--- src/logic/aux_gpio_pkg.sv ---
// Shared constants for the auxiliary pin port: register map, field layout,
// reset values and decoder time bases.
// Assumes a single 40 MHz main clock drives every user of this package.
package aux_gpio_pkg;

   // Pin count; index 0 aux_pin_zero_side_a, 1 aux_pin_one_side_a,
   // 2 aux_pin_zero_side_b, 3 aux_pin_one_side_b
   localparam int NUM_PINS = 4;

   // Register port widths
   localparam int ADDR_W = 4;
   localparam int DATA_W = 16;

   // Register offsets (word index on the plain register port)
   localparam logic [3:0] ADDR_CONFIG = 4'h0;
   localparam logic [3:0] ADDR_OUTPUT = 4'h1;
   localparam logic [3:0] ADDR_READBACK = 4'h2;

   // Config register: one 4-bit slice per pin
   localparam int CFG_STRIDE = 4;
   localparam int CFG_DIR_POS = 0;
   localparam int CFG_FMT_POS = 1;
   localparam int CFG_TB_POS = 2;

   // Readback register: one 2-bit input_level_field per pin
   localparam int RB_STRIDE = 2;

   // Reset values: all pins inputs, static format, fastest time base
   localparam logic [15:0] CONFIG_RST = 16'h0000;
   localparam logic [3:0] OUTPUT_RST = 4'h0;

   // Decoder time base in main-clock cycles per selection code
   localparam logic [10:0] TB_DIV_0 = 11'h001;
   localparam logic [10:0] TB_DIV_1 = 11'h008;
   localparam logic [10:0] TB_DIV_2 = 11'h040;
   localparam logic [10:0] TB_DIV_3 = 11'h400;

   // Width of the high and low duration counters
   localparam int CNT_W = 8;

endpackage

--- src/logic/pwm_decode_if.sv ---
// Carrier between the port top and one pin decoder.
// Assumes both ends share clk.
`timescale 1ns/1ps
interface pwm_decode_if;
   logic pinLevel;          // Synchronised pin level
   logic formatPwm;         // 1: decode PWM, 0: static level
   logic [1:0] timebaseSel; // Decoder time base code
   logic [1:0] level;       // Decoded input_level_field

   // Top side drives the settings and reads the level
   modport ctrl (output pinLevel, output formatPwm, output timebaseSel, input level);
   // Decoder side
   modport dec (input pinLevel, input formatPwm, input timebaseSel, output level);
endinterface

--- src/logic/pwm_level_decoder.sv ---
// One pin's level decoder: static level or four-level PWM duty decode.
// Assumes pinLevel is already synchronised to clk.
`timescale 1ns/1ps
module pwm_level_decoder
(
   // Clock and reset
   input wire logic clk,
   input wire logic reset_n,
   // Settings in, level out
   pwm_decode_if.dec port
);

   localparam logic [aux_gpio_pkg::CNT_W-1:0] CNT_MAX = '1;

   logic [10:0] preCnt_q, preCnt_d;       // Time base prescaler
   logic [aux_gpio_pkg::CNT_W-1:0] highCnt_q, highCnt_d; // High duration
   logic [aux_gpio_pkg::CNT_W-1:0] lowCnt_q, lowCnt_d;   // Low duration
   logic prevLevel_q, prevLevel_d;        // Last pin level for edges
   logic [1:0] level_q, level_d;          // Reported level
   logic [10:0] divisor;
   logic tick, rise, fall;
   logic [10:0] fourH, period, twoP, threeP;

   // Time base selection and duty thresholds
   always_comb
   begin
      case (port.timebaseSel)
         2'h0: divisor = aux_gpio_pkg::TB_DIV_0;
         2'h1: divisor = aux_gpio_pkg::TB_DIV_1;
         2'h2: divisor = aux_gpio_pkg::TB_DIV_2;
         default: divisor = aux_gpio_pkg::TB_DIV_3;
      endcase
      tick = (preCnt_q >= divisor - 11'h001);
      rise = port.pinLevel & ~prevLevel_q;
      fall = ~port.pinLevel & prevLevel_q;
      fourH = {1'b0, highCnt_q, 2'h0}; // Four times the high count, padded to the compare width
      period = 11'(highCnt_q) + 11'(lowCnt_q);
      twoP = {period[9:0], 1'b0};
      threeP = 11'(twoP + period);
   end

   // Next state: durations counted in time base units
   always_comb
   begin
      preCnt_d = tick ? 11'h000 : 11'(preCnt_q + 11'h001);
      prevLevel_d = port.pinLevel;
      highCnt_d = highCnt_q;
      lowCnt_d = lowCnt_q;
      level_d = level_q;
      if (tick && port.pinLevel && highCnt_q != CNT_MAX)
      begin
         highCnt_d = highCnt_q + 1'b1;
      end
      if (tick && !port.pinLevel && lowCnt_q != CNT_MAX)
      begin
         lowCnt_d = lowCnt_q + 1'b1;
      end
      if (rise)
      begin
         highCnt_d = '0; // New high phase starts
      end
      if (fall)
      begin
         lowCnt_d = '0; // New low phase starts
      end
      if (!port.formatPwm)
      begin
         level_d = {1'b0, port.pinLevel};
      end
      else if (rise)
      begin
         // Duty quartile of the last high plus the low just ended
         if (fourH < period)
            level_d = 2'h0;
         else if (fourH < twoP)
            level_d = 2'h1;
         else if (fourH < threeP)
            level_d = 2'h2;
         else
            level_d = 2'h3;
      end
      else if (port.pinLevel && highCnt_q == CNT_MAX)
      begin
         level_d = 2'h3; // Stuck high reads as full duty
      end
      else if (!port.pinLevel && lowCnt_q == CNT_MAX)
      begin
         level_d = 2'h0; // Stuck low reads as zero duty
      end
   end

   // Registers only
   always_ff @(posedge clk or negedge reset_n)
   begin
      if (!reset_n)
      begin
         preCnt_q <= 11'h000;
         highCnt_q <= '0;
         lowCnt_q <= '0;
         prevLevel_q <= 1'b0;
         level_q <= 2'h0;
      end
      else
      begin
         preCnt_q <= preCnt_d;
         highCnt_q <= highCnt_d;
         lowCnt_q <= lowCnt_d;
         prevLevel_q <= prevLevel_d;
         level_q <= level_d;
      end
   end

   assign port.level = level_q;
endmodule

--- src/logic/aux_gpio_pwm_decode_port.sv ---
// Four auxiliary pins: push-pull output or input, static or PWM decoded.
// Assumes a 40 MHz clk, asynchronous pins, and a register master whose
// strobes last one cycle and never overlap.
`timescale 1ns/1ps
module aux_gpio_pwm_decode_port
(
   // Clock and reset
   input wire logic clk,
   input wire logic reset_n,
   // Register port
   input wire logic [aux_gpio_pkg::ADDR_W-1:0] regAddr,
   input wire logic [aux_gpio_pkg::DATA_W-1:0] regWdata,
   input wire logic regWrite,
   input wire logic regRead,
   output logic [aux_gpio_pkg::DATA_W-1:0] regRdata,
   // Auxiliary pins, one bit per pin
   input wire logic [aux_gpio_pkg::NUM_PINS-1:0] pinIn,
   output logic [aux_gpio_pkg::NUM_PINS-1:0] pinOut,
   output logic [aux_gpio_pkg::NUM_PINS-1:0] pinOe
);

   // Software state
   logic [15:0] config_q, config_d;  // Per-pin direction, format, time base
   logic [3:0] outLevel_q, outLevel_d; // output_level_bit per pin
   logic [3:0] pinOe_q, pinOe_d;     // Drive enables
   logic [15:0] rdata_q, rdata_d;    // Read data, valid cycle after read

   // Pin synchroniser; stage one feeds only stage two
   logic [3:0] syncA_q;
   logic [3:0] syncB_q;

   // Decoded levels gathered for readback
   logic [7:0] readback;

   // Decoded write strobes
   logic wrConfig;
   logic wrOutput;

   // Address decode of write strobes
   always_comb
   begin
      wrConfig = regWrite && (regAddr == aux_gpio_pkg::ADDR_CONFIG);
      wrOutput = regWrite && (regAddr == aux_gpio_pkg::ADDR_OUTPUT);
   end

   // Next values of the software registers and drive enables
   always_comb
   begin
      config_d = config_q;
      outLevel_d = outLevel_q;
      if (wrConfig)
      begin
         config_d = regWdata;
      end
      if (wrOutput)
      begin
         outLevel_d = regWdata[3:0];
      end
      // Enable is the direction bit alone: format never touches the output
      // path, since this port has no PWM generator
      for (int i = 0; i < aux_gpio_pkg::NUM_PINS; i++)
      begin
         pinOe_d[i] = config_d[i*aux_gpio_pkg::CFG_STRIDE + aux_gpio_pkg::CFG_DIR_POS];
      end
   end

   // Read data; unmapped offsets answer zero
   always_comb
   begin
      case (regAddr)
         aux_gpio_pkg::ADDR_CONFIG: rdata_d = config_q;
         aux_gpio_pkg::ADDR_OUTPUT: rdata_d = {12'h000, outLevel_q};
         aux_gpio_pkg::ADDR_READBACK: rdata_d = {8'h00, readback};
         default: rdata_d = 16'h0000;
      endcase
      if (!regRead)
      begin
         rdata_d = 16'h0000; // Data stand only in the cycle after a read
      end
   end

   // Register stage for software state and outputs
   always_ff @(posedge clk or negedge reset_n)
   begin
      if (!reset_n)
      begin
         config_q <= aux_gpio_pkg::CONFIG_RST;
         outLevel_q <= aux_gpio_pkg::OUTPUT_RST;
         pinOe_q <= 4'h0;
         rdata_q <= 16'h0000;
      end
      else
      begin
         config_q <= config_d;
         outLevel_q <= outLevel_d;
         pinOe_q <= pinOe_d;
         rdata_q <= rdata_d;
      end
   end

   // Two-flop synchroniser for the asynchronous pins
   always_ff @(posedge clk or negedge reset_n)
   begin
      if (!reset_n)
      begin
         syncA_q <= 4'h0;
         syncB_q <= 4'h0;
      end
      else
      begin
         syncA_q <= pinIn;
         syncB_q <= syncA_q;
      end
   end

   // Push-pull drive: the level bit goes out whatever its value
   assign pinOut = outLevel_q;
   assign pinOe = pinOe_q;
   assign regRdata = rdata_q;

   // One decoder per pin; the pin is sampled even while driven, so the
   // readback shows what really sits on the wire
   genvar g;
   generate
      for (g = 0; g < aux_gpio_pkg::NUM_PINS; g++)
      begin : pinDec
         pwm_decode_if decIf ();

         assign decIf.pinLevel = syncB_q[g];
         assign decIf.formatPwm = config_q[g*aux_gpio_pkg::CFG_STRIDE + aux_gpio_pkg::CFG_FMT_POS];
         assign decIf.timebaseSel =
            config_q[g*aux_gpio_pkg::CFG_STRIDE + aux_gpio_pkg::CFG_TB_POS +: 2];

         // Readback settles one full period after the one that changed
         pwm_level_decoder decoder
         (
            .clk(clk),
            .reset_n(reset_n),
            .port(decIf.dec)
         );

         assign readback[g*aux_gpio_pkg::RB_STRIDE +: 2] = decIf.level;
      end
   endgenerate
endmodule

--- config.mk ---
export PLATFORM = sky130hd
export DESIGN_NAME = aux_gpio_pwm_decode_port
export DESIGN_NICKNAME = d
export VERILOG_FILES = /design/src/logic/aux_gpio_pkg.sv /design/src/logic/pwm_decode_if.sv /design/src/logic/pwm_level_decoder.sv /design/src/logic/aux_gpio_pwm_decode_port.sv
export SDC_FILE = /design/constraint.sdc
export NUM_CORES = 1
export LEC_CHECK = 0
export BUFFER_PORTS_ARGS = -buffer_cell sky130_fd_sc_hd__buf_2
export CORE_MARGIN = 3
export CORE_UTILIZATION = 50
export DETAILED_ROUTE_END_ITERATION = 8
export PLACE_DENSITY_LB_ADDON = 0.05
export SYNTH_ARGS = -nofsm -noshare
export SYNTH_HDL_FRONTEND = slang
export SYNTH_SLANG_ARGS = --single-unit
--- constraint.sdc ---
create_clock -name clk -period 9 [get_ports clk]
set_input_delay 0.45 -clock clk [delete_from_list [all_inputs] [get_ports clk]]
set_output_delay 0.45 -clock clk [all_outputs]
set_load 0.05 [all_outputs]
==> implementation parameters, run 1 <==
Parameter                              Value

GRT
  Number of global-route vias before repair    9158
  Met1 Resource Use GR    29.9%
  Most crowded layer after global routing    met2
  Maximum number of pins on one net before global-route repair    92
  Met3 Resource Use GR    2.96%
  Fraction of met2 tracks used by global routing    31.7%
  Global-route usage over all layers    20.4%
  First-pass GRT wire length    45.4 mm
  Initial antenna violation count    0
  Total overflow reported by the global router    0

Floorplan
  DIE WIDTH    165 um
  Area of the core    24600 um2
  Number of standard-cell rows in the floorplan    57
  Initial cell density of the core    51.4%
  Die Span Y    165 um
  Count of pins on the block boundary    52
  DIE AREA    27200 um2

Hold path
  Worst min-delay path class    in -> async

Logic synthesis
  Post-Synthesis Net Count    1582
  Async S/R FF share, synth    100%
  Top_reg_cell synth    dfrtp_1
  Warning count from the yosys run    0
  Number of synthesized flops with an enable pin    0
  Cell Area, Synth    12600 um2
  Distinct cells, synth    72
  Sequential fraction of the synthesis area    32.5%
  Synthesized area per cell    9.34 um2
  Number of synthesized register bits    164
  Cells after synthesis    1353

Timing
  Slew of the pin with the lowest slew margin    1230 ps
  Highest attainable clock frequency    236 MHz
  Hold violation total from the final report    0
  Final setup skew    11.8 ps
  Unrepaired setup endpoints after global routing    false
  Shortest period the worst path allows    4240 ps
  Final setup fails    0
  Period Utilization, post-route    47.1%
  Fin Setup TNS    0 ps
  Number of max-slew violations in the final report    0
  Relative max-transition margin    17.1%

Placed design
  Count of input and output buffers    51
  Placement-stage cell area    13200 um2
  RePlAce Congestion    0.806
  Final HPWL DP    20.2 mm

Detailed routing
  Final wirelength    26.9 mm
  Vias after detailed routing    9663
  Pre-Repair DR Iteration Count    5
  Via density    5.57
  Average detailed-routed wire length per instance    15.5 um
  Routed Antenna Nets    0
  Violation count after the first detailed-routing iteration    481
  DRC violation count after routing    0

CTS
  H-tree lvl count    4
  Latest clock arrival within the worst-skew pair    430 ps
  Clk root buf    clkbuf_16
  Count of cells resized by post-cts repair    0
  Deepest clock path buffer count    2
  Total clock buffers created by CTS    17
  Clock sink total    164
  TritonCTS clock tree    yes
  Number of hold buffers added after cts    0
  Post-CTS setup repair buffer count    0
  Clock-pin slew of the registers on the worst-case setup and hold paths    70 ps

Pwr
  Maximum vdd ir drop    0.000123 V
  Static leakage    7.01 nW
  Cell Pwr Density    198 nW/um2

Cells and area
  Non-Filler Cell Area, Final    13700 um2
  Synth-to-layout area growth    8.61%
  Fraction of final layout cells sized beyond drive strength 1    9.07%
  Nets@finish    1628
  Count of inserted antenna diode cells    0

Outcome
  Run status    finished clean

Critical path
  Worst reg2reg startpoint    pinDec[2].decoder.highCnt_q[0]$_DFFE_PN0P_
  Setup crit end kind    flop
  Capture point of the worst reg-to-reg path    pinDec[2].decoder.port.level[0]$_DFFE_PN0P_
  Maximum net fanout on the critical path    7
  Data required, critical path    9310 ps
  Worst reg2reg setup slack    4760 ps
  Critical Path AT    4550 ps
  Logic depth of the worst register-to-register path    14
  CP Class    reg -> reg
  Startpoint kind of the worst setup timing path    flop

Run
  Max-cap violations    0
[worst max-delay path: stages, from the launching register on]
cell and delay [ps]:
dfrtp_1 470, ha_1 260, fa_1 430, xor2_1 390, ha_1 300, a21o_1 170
a21oi_1 210, o21bai_1 90, a21oi_1 280, xor2_1 180, ha_1 240, a21o_1 160
a2111oi_0 440, o41ai_1 130, a221o_1 360
[Yosys cell counts (4+ instances only)]
| cell type | instances | share of area [%] |
|---|---|---|
| fa_1 | 8 | 1.3 |
| nand2_1 | 66 | 2.0 |
| a21o_1 | 29 | 1.7 |
| nor2b_1 | 12 | 0.59 |
| nor2_1 | 137 | 4.1 |
| and3_1 | 27 | 1.3 |
| a211o_1 | 8 | 0.55 |
| a211oi_1 | 12 | 0.71 |
| nor3b_1 | 6 | 0.36 |
| and2_1 | 18 | 0.89 |
| o21bai_1 | 20 | 1.2 |
| or4_1 | 6 | 0.36 |
| xor2_1 | 69 | 4.8 |
| a31oi_1 | 12 | 0.59 |
| o21ai_0 | 51 | 2.0 |
| o221ai_1 | 5 | 0.35 |
| xnor2_1 | 48 | 3.3 |
| nand2b_1 | 14 | 0.69 |
| buf_4 | 4 | 0.24 |
| o22ai_1 | 4 | 0.20 |
| buf_1 | 9 | 0.27 |
| a221oi_1 | 5 | 0.35 |
| mux2_2 | 22 | 2.0 |
| o21a_1 | 15 | 0.89 |
| a221o_1 | 4 | 0.32 |
| mux2i_1 | 14 | 1.1 |
| clkbuf_1 | 12 | 0.36 |
| nand4_1 | 23 | 1.1 |
| nor4_1 | 11 | 0.54 |
| a21oi_1 | 88 | 3.5 |
| or2_2 | 7 | 0.35 |
| nor3_1 | 11 | 0.44 |
| inv_1 | 78 | 2.3 |
| o31ai_1 | 8 | 0.48 |
| dfrtp_1 | 164 | 32 |
| or3_1 | 13 | 0.64 |
| ha_1 | 193 | 19 |
| nand3_1 | 59 | 2.3 |
| o211ai_1 | 12 | 0.71 |
[area by class of cell]
cell class                      count  area (um2)
Inverter                           78         293
Tap cell                          324         405
Timing Repair Buffer               54         284
Clock inverter                     10        60.1
Multi-Input combinational cell   1084        8130
Sequential cell                   164        4100
Fill cell                        2242       10900
Clock buffer                       22         454
[registers in the layout (all words and copies together) (netlist names)]
signal	flops
pinDec.decoder.preCnt_q	44
pinDec.decoder.highCnt_q	32
pinDec.decoder.lowCnt_q	32
config_q	16
regRdata	16
pinDec.decoder.port.level	8
pinDec.decoder.prevLevel_q	4
pinOut	4
syncA_q	4
syncB_q	4
[cells by family after synthesis]
group / count (synthesis) / synth area share [%]
simple gates: 422 / 16.5
fa+ha+maj: 205 / 20.7
mux: 36 / 3.07
xor+xnor: 118 / 8.23
compound gates: 303 / 15.8
flops: 164 / 32.5
buf+inv: 105 / 3.28
[power breakdown]
part	internal [mW]	switching, mW	total (mW)
Combinational	0.492	0.570	1.06
Clock	0.357	0.287	0.644
Sequential	0.846	0.163	1.01
Total	1.69	1.02	2.71
[worst max path at each step]
stage	startpoint	endpoint	cells after the start
2_1_floorplan	pinDec[2].decoder.highCnt_q[0]$_DFFE_PN0P_	pinDec[2].decoder.port.level[0]$_DFFE_PN0P_	16
3_3_place_gp	pinDec[2].decoder.highCnt_q[0]$_DFFE_PN0P_	pinDec[2].decoder.port.level[0]$_DFFE_PN0P_	14
3_5_place_dp	pinDec[2].decoder.highCnt_q[0]$_DFFE_PN0P_	pinDec[2].decoder.port.level[0]$_DFFE_PN0P_	14
4_1_cts	pinDec[2].decoder.highCnt_q[0]$_DFFE_PN0P_	pinDec[2].decoder.port.level[0]$_DFFE_PN0P_	14
5_1_grt	pinDec[1].decoder.highCnt_q[0]$_DFFE_PN0P_	pinDec[1].decoder.port.level[0]$_DFFE_PN0P_	18
6_report	pinDec[2].decoder.highCnt_q[0]$_DFFE_PN0P_	pinDec[2].decoder.port.level[0]$_DFFE_PN0P_	14
[placed cells by master (no fill, tap or decap), types with 5 or more instances in the layout]
| cell type | instances |
|---|---|
| clkinv_2 | 7 |
| a211o_1 | 8 |
| fa_1 | 8 |
| o21a_1 | 15 |
| dfrtp_1 | 164 |
| nor2_1 | 137 |
| o31ai_1 | 8 |
| o21bai_1 | 20 |
| o211ai_1 | 12 |
| a211oi_1 | 12 |
| o221ai_1 | 5 |
| nor3b_1 | 6 |
| and3_1 | 27 |
| or4_1 | 6 |
| or3_1 | 13 |
| or2_2 | 7 |
| mux2i_1 | 14 |
| mux2_2 | 22 |
| nor4_1 | 11 |
| a31oi_1 | 11 |
| xor2_1 | 69 |
| xnor2_1 | 48 |
| nand3_1 | 59 |
| nand2_1 | 66 |
| a21o_1 | 29 |
| inv_1 | 78 |
| nand4_1 | 23 |
| o21ai_0 | 51 |
| ha_1 | 193 |
| a221oi_1 | 5 |
| nand2b_1 | 14 |
| and2_1 | 18 |
| nor3_1 | 11 |
| clkbuf_16 | 17 |
| buf_2 | 50 |
| a21oi_1 | 88 |
| nor2b_1 | 12 |
[routing by layer]
metal	vias to the layer above	share of wire, %
li1	4981	-
met1	4530	51
met2	124	44
met3	28	2.8
met4	0	1.6
met5	-	0
[through the flow]
stage                     hold slack, ps  worst slack [ps]  cells  total power [mW]  util, %
final                               61.8              4760   1736              2.71     55.8
after CTS                            113              4730   1736              2.74     55.8
after detailed placement             336              4730   1704              2.09     53.7
after floorplan                      154              5140   1353              1.81        -
after global routing                 107              4460   1736              2.95     55.8
after global placement               333              4850   1704              2.07     53.7
Power figures use the tool's default switching activity.
==> run 2: changes to the inputs <==
Clock period 9 ns to 3.6 ns, I/O delays scaled along.
==> run 2 against run 1 <==
The run now ends with negative setup slack left. Maximum frequency up 12%. Die area is the same. Clock skew grew 5.9 ps. Critical path type unchanged. Flip-flop and latch count unchanged. Largest cell class unchanged. First-iteration DRC count is 14% lower.
==> implementation parameters, run 2 (synthesized netlist as in run 1, its figures left out) <==
Parameter                              Value

Timing
  Shortest period the worst path allows    3800 ps (was 4240 ps)
  Final setup fails    2 (was 0)
  Unrepaired setup endpoints after global routing    true (was false)
  Hold violation total from the final report    0 (unchanged)
  Relative max-transition margin    52.3% (was 17.1%)
  Period Utilization, post-route    105% (was 47.1%)
  Final setup skew    17.6 ps (was 11.8 ps)
  Highest attainable clock frequency    263 MHz (was 236 MHz)
  Number of max-slew violations in the final report    0 (unchanged)
  Slew of the pin with the lowest slew margin    714 ps (was 1230 ps)
  Final WS setup    -197 ps (was 4760 ps)

Detailed routing
  Detailed route wirelength on metal3    747 um (was 740 um)
  Vias after detailed routing    10500 (was 9663)
  Violation count after the first detailed-routing iteration    416 (was 481)
  Final wirelength    29.5 mm (was 26.9 mm)
  Routed length on met1    14.6 mm (was 13.8 mm)
  Topmost layer with routed signal wires    met4 (unchanged)
  Pre-Repair DR Iteration Count    5 (unchanged)
  Routed Antenna Nets    0 (unchanged)
  Via density    5.50 (was 5.57)
  Average detailed-routed wire length per instance    15.5 um (about the same)
  DRC violation count after routing    0 (unchanged)
  WL met2    13.9 mm (was 11.9 mm)

Placed design
  Post-placement setup slack    -279 ps (was 4730 ps)
  Count of input and output buffers    51 (unchanged)
  RePlAce Congestion    0.817 (was 0.806)
  Final HPWL DP    22.3 mm (was 20.2 mm)

Cells and area
  Storage element area    4110 um2 (was 4100 um2)
  Layout fillers    2094 (was 2242)
  Area taken by multi-input logic gates    8560 um2 (was 8130 um2)
  Nets@finish    1801 (was 1628)
  Flip-flop count of the largest register after layout    44 (unchanged)
  Most common library cell in the layout ignoring fill and taps    ha_1 (unchanged)
  Commonest non-fill, non-tap cells in the layout    180 x ha_1, 160 x dfrtp_1, 156 x buf_4, 136 x nor2_1, 74 x a21oi_1 (was 193 x ha_1, 164 x dfrtp_1, 137 x nor2_1, 88 x a21oi_1, 78 x inv_1)
  Register containing the most flip-flops in the final layout    pinDec.decoder.preCnt_q (unchanged)
  Synth-to-layout area growth    23.6% (was 8.61%)
  Count of inserted antenna diode cells    0 (unchanged)
  Fraction of final layout cells sized beyond drive strength 1    22.5% (was 9.07%)
  Largest registers in the final layout    pinDec.decoder.preCnt_q x44, pinDec.decoder.highCnt_q x32, pinDec.decoder.lowCnt_q x32 (unchanged)

Critical path
  Logic depth of the worst register-to-register path    19 (was 14)
  CP Class    reg -> reg (unchanged)
  Startpoint kind of the worst setup timing path    flop (unchanged)
  Maximum net fanout on the critical path    3 (was 7)
  Data required, critical path    3910 ps (was 9310 ps)
  Capture point of the worst reg-to-reg path    pinDec[2].decoder.port.level[0]$_DFFE_PN0P_ (unchanged)
  Worst reg2reg startpoint    pinDec[2].decoder.lowCnt_q[1]$_DFFE_PN0P_ (was pinDec[2].decoder.highCnt_q[0]$_DFFE_PN0P_)
  Critical Path AT    4110 ps (was 4550 ps)
  Worst reg2reg setup slack    -200 ps (was 4760 ps)
  Setup crit end kind    flop (unchanged)

GRT
  First-pass GRT wire length    49.3 mm (was 45.4 mm)
  Total overflow reported by the global router    0 (unchanged)
  Maximum number of pins on one net before global-route repair    73 (was 92)
  Global-route usage over all layers    22.4% (was 20.4%)
  Initial antenna violation count    0 (unchanged)
  Number of global-route vias before repair    10300 (was 9158)

CTS
  Clk root buf    clkbuf_16 (unchanged)
  Latest clock arrival within the worst-skew pair    430 ps (about the same)
  Deepest clock path buffer count    2 (unchanged)
  TritonCTS clock tree    yes (unchanged)
  Total clock buffers created by CTS    17 (unchanged)
  H-tree lvl count    4 (unchanged)
  Clock sink total    164 (unchanged)
  Clock-pin slew of the registers on the worst-case setup and hold paths    70 ps (about the same)

Pwr
  Share of total power in sequential cells    32.6% (was 37.2%)
  Power dissipated by switching net loads    2.77 mW (was 1.02 mW)
  Cell Pwr Density    482 nW/um2 (was 198 nW/um2)
  Internal power summed over all cells    4.77 mW (was 1.69 mW)
  Share of total power consumed by net switching    36.7% (was 37.6%)
  PnR Total Power    7.53 mW (was 2.71 mW)
  Static leakage    7.92 nW (was 7.01 nW)
  Maximum vdd ir drop    0.000437 V (was 0.000123 V)
  Combinational group share of total power    42.3% (was 39.1%)
  Relative contribution of the clock network to total power    25.1% (was 23.7%)

Hold path
  Min-Delay Path Depth    2
  Hold-critical path endpoint    config_q[7]$_DFFE_PN0P_
  Worst min-delay path class    in -> reg (was in -> async)
  HP Start    regWdata[7]

Floorplan
  Initial cell density of the core    51.4% (unchanged)
  DIE AREA    27200 um2 (unchanged)
  DIE WIDTH    165 um (unchanged)
  Die Span Y    165 um (unchanged)
  Number of standard-cell rows in the floorplan    57 (unchanged)
  Area of the core    24600 um2 (unchanged)
  Count of pins on the block boundary    52 (unchanged)

Outcome
  Violations in the final reports    negative setup slack
  Run status    finished, violations left (was finished clean)

Run
  Max-cap violations    0 (unchanged)
## run 2: layout make-up
type	count	area share, %
well taps	324	2.59
inverters	78	1.87
clock buffers	21	2.95
multi-input cells	1084	54.8
repair buffers	227	10.6
flip-flops and latches	164	26.3
clock inverters	11	0.953
## run 2: worst max-delay path by stage
stage | from | end | slack [ps] | depth (start not counted)
final | pinDec[2].decoder.lowCnt_q[1]$_DFFE_PN0P_ | pinDec[2].decoder.port.level[0]$_DFFE_PN0P_ | -200 | 19
after global routing | pinDec[2].decoder.lowCnt_q[2]$_DFFE_PN0P_ | pinDec[2].decoder.port.level[0]$_DFFE_PN0P_ | -410 | 19
after CTS | pinDec[2].decoder.lowCnt_q[1]$_DFFE_PN0P_ | pinDec[2].decoder.port.level[0]$_DFFE_PN0P_ | -170 | 16
after detailed placement | pinDec[2].decoder.highCnt_q[0]$_DFFE_PN0P_ | pinDec[2].decoder.port.level[0]$_DFFE_PN0P_ | -280 | 16
after global placement | pinDec[2].decoder.highCnt_q[0]$_DFFE_PN0P_ | pinDec[2].decoder.port.level[0]$_DFFE_PN0P_ | -210 | 16
after floorplan | pinDec[2].decoder.highCnt_q[0]$_DFFE_PN0P_ | pinDec[2].decoder.port.level[0]$_DFFE_PN0P_ | -100 | 16
## run 2: through the flow
stage	TNS [ps]	cell area [um2]	instances	utilization, %	hold WS [ps]
final	-331	15600	1909	63.5	28.6
after global routing	-1140	15600	1909	63.5	22.7
after CTS	-265	15400	1906	62.7	5.25
after detailed placement	-657	14500	1855	59.0	249
after global placement	-488	14500	1855	59.0	270
after floorplan	-106	12800	1353	-	-116
## run 2: worst max-delay path, cell delays in order (launching register included)
cell	delay [ps]
dfrtp_1	400
buf_4	150
fa_2	440
a21o_1	180
a21o_1	170
xor2_2	150
ha_1	290
inv_2	80
nor2_1	50
nor2_1	150
o21bai_1	100
a21oi_2	160
o21bai_1	90
a21oi_1	170
xnor2_1	140
ha_1	250
o21a_1	100
o22ai_1	140
o41ai_1	100
a221o_1	370
## run 2: layer usage
layer  GRT usage [%]  vias to the layer above
met2            36.9                      120
met3            3.39                       25
met5               0                        -
met4            4.84                        0
li1                -                     5311
met1            31.1                     5039
## run 2: power by group through the flow
stage / logic, mW / registers, mW / clock network, mW
after floorplan: 2.10 / 2.47 / 0
after global placement: 2.95 / 2.48 / 0
after detailed placement: 3.02 / 2.48 / 0
after CTS: 3.12 / 2.45 / 1.94
after global routing: 3.61 / 2.50 / 2.01
final: 3.18 / 2.46 / 1.89
## run 2: what timing repair did
action	4_1_cts	5_1_grt
hold buffers	17	0
endpoints found under the hold margin	87	0
endpoints found under the setup margin	5	5
resized for setup	22	36
pin swaps	22	32
buffers inserted	2	3
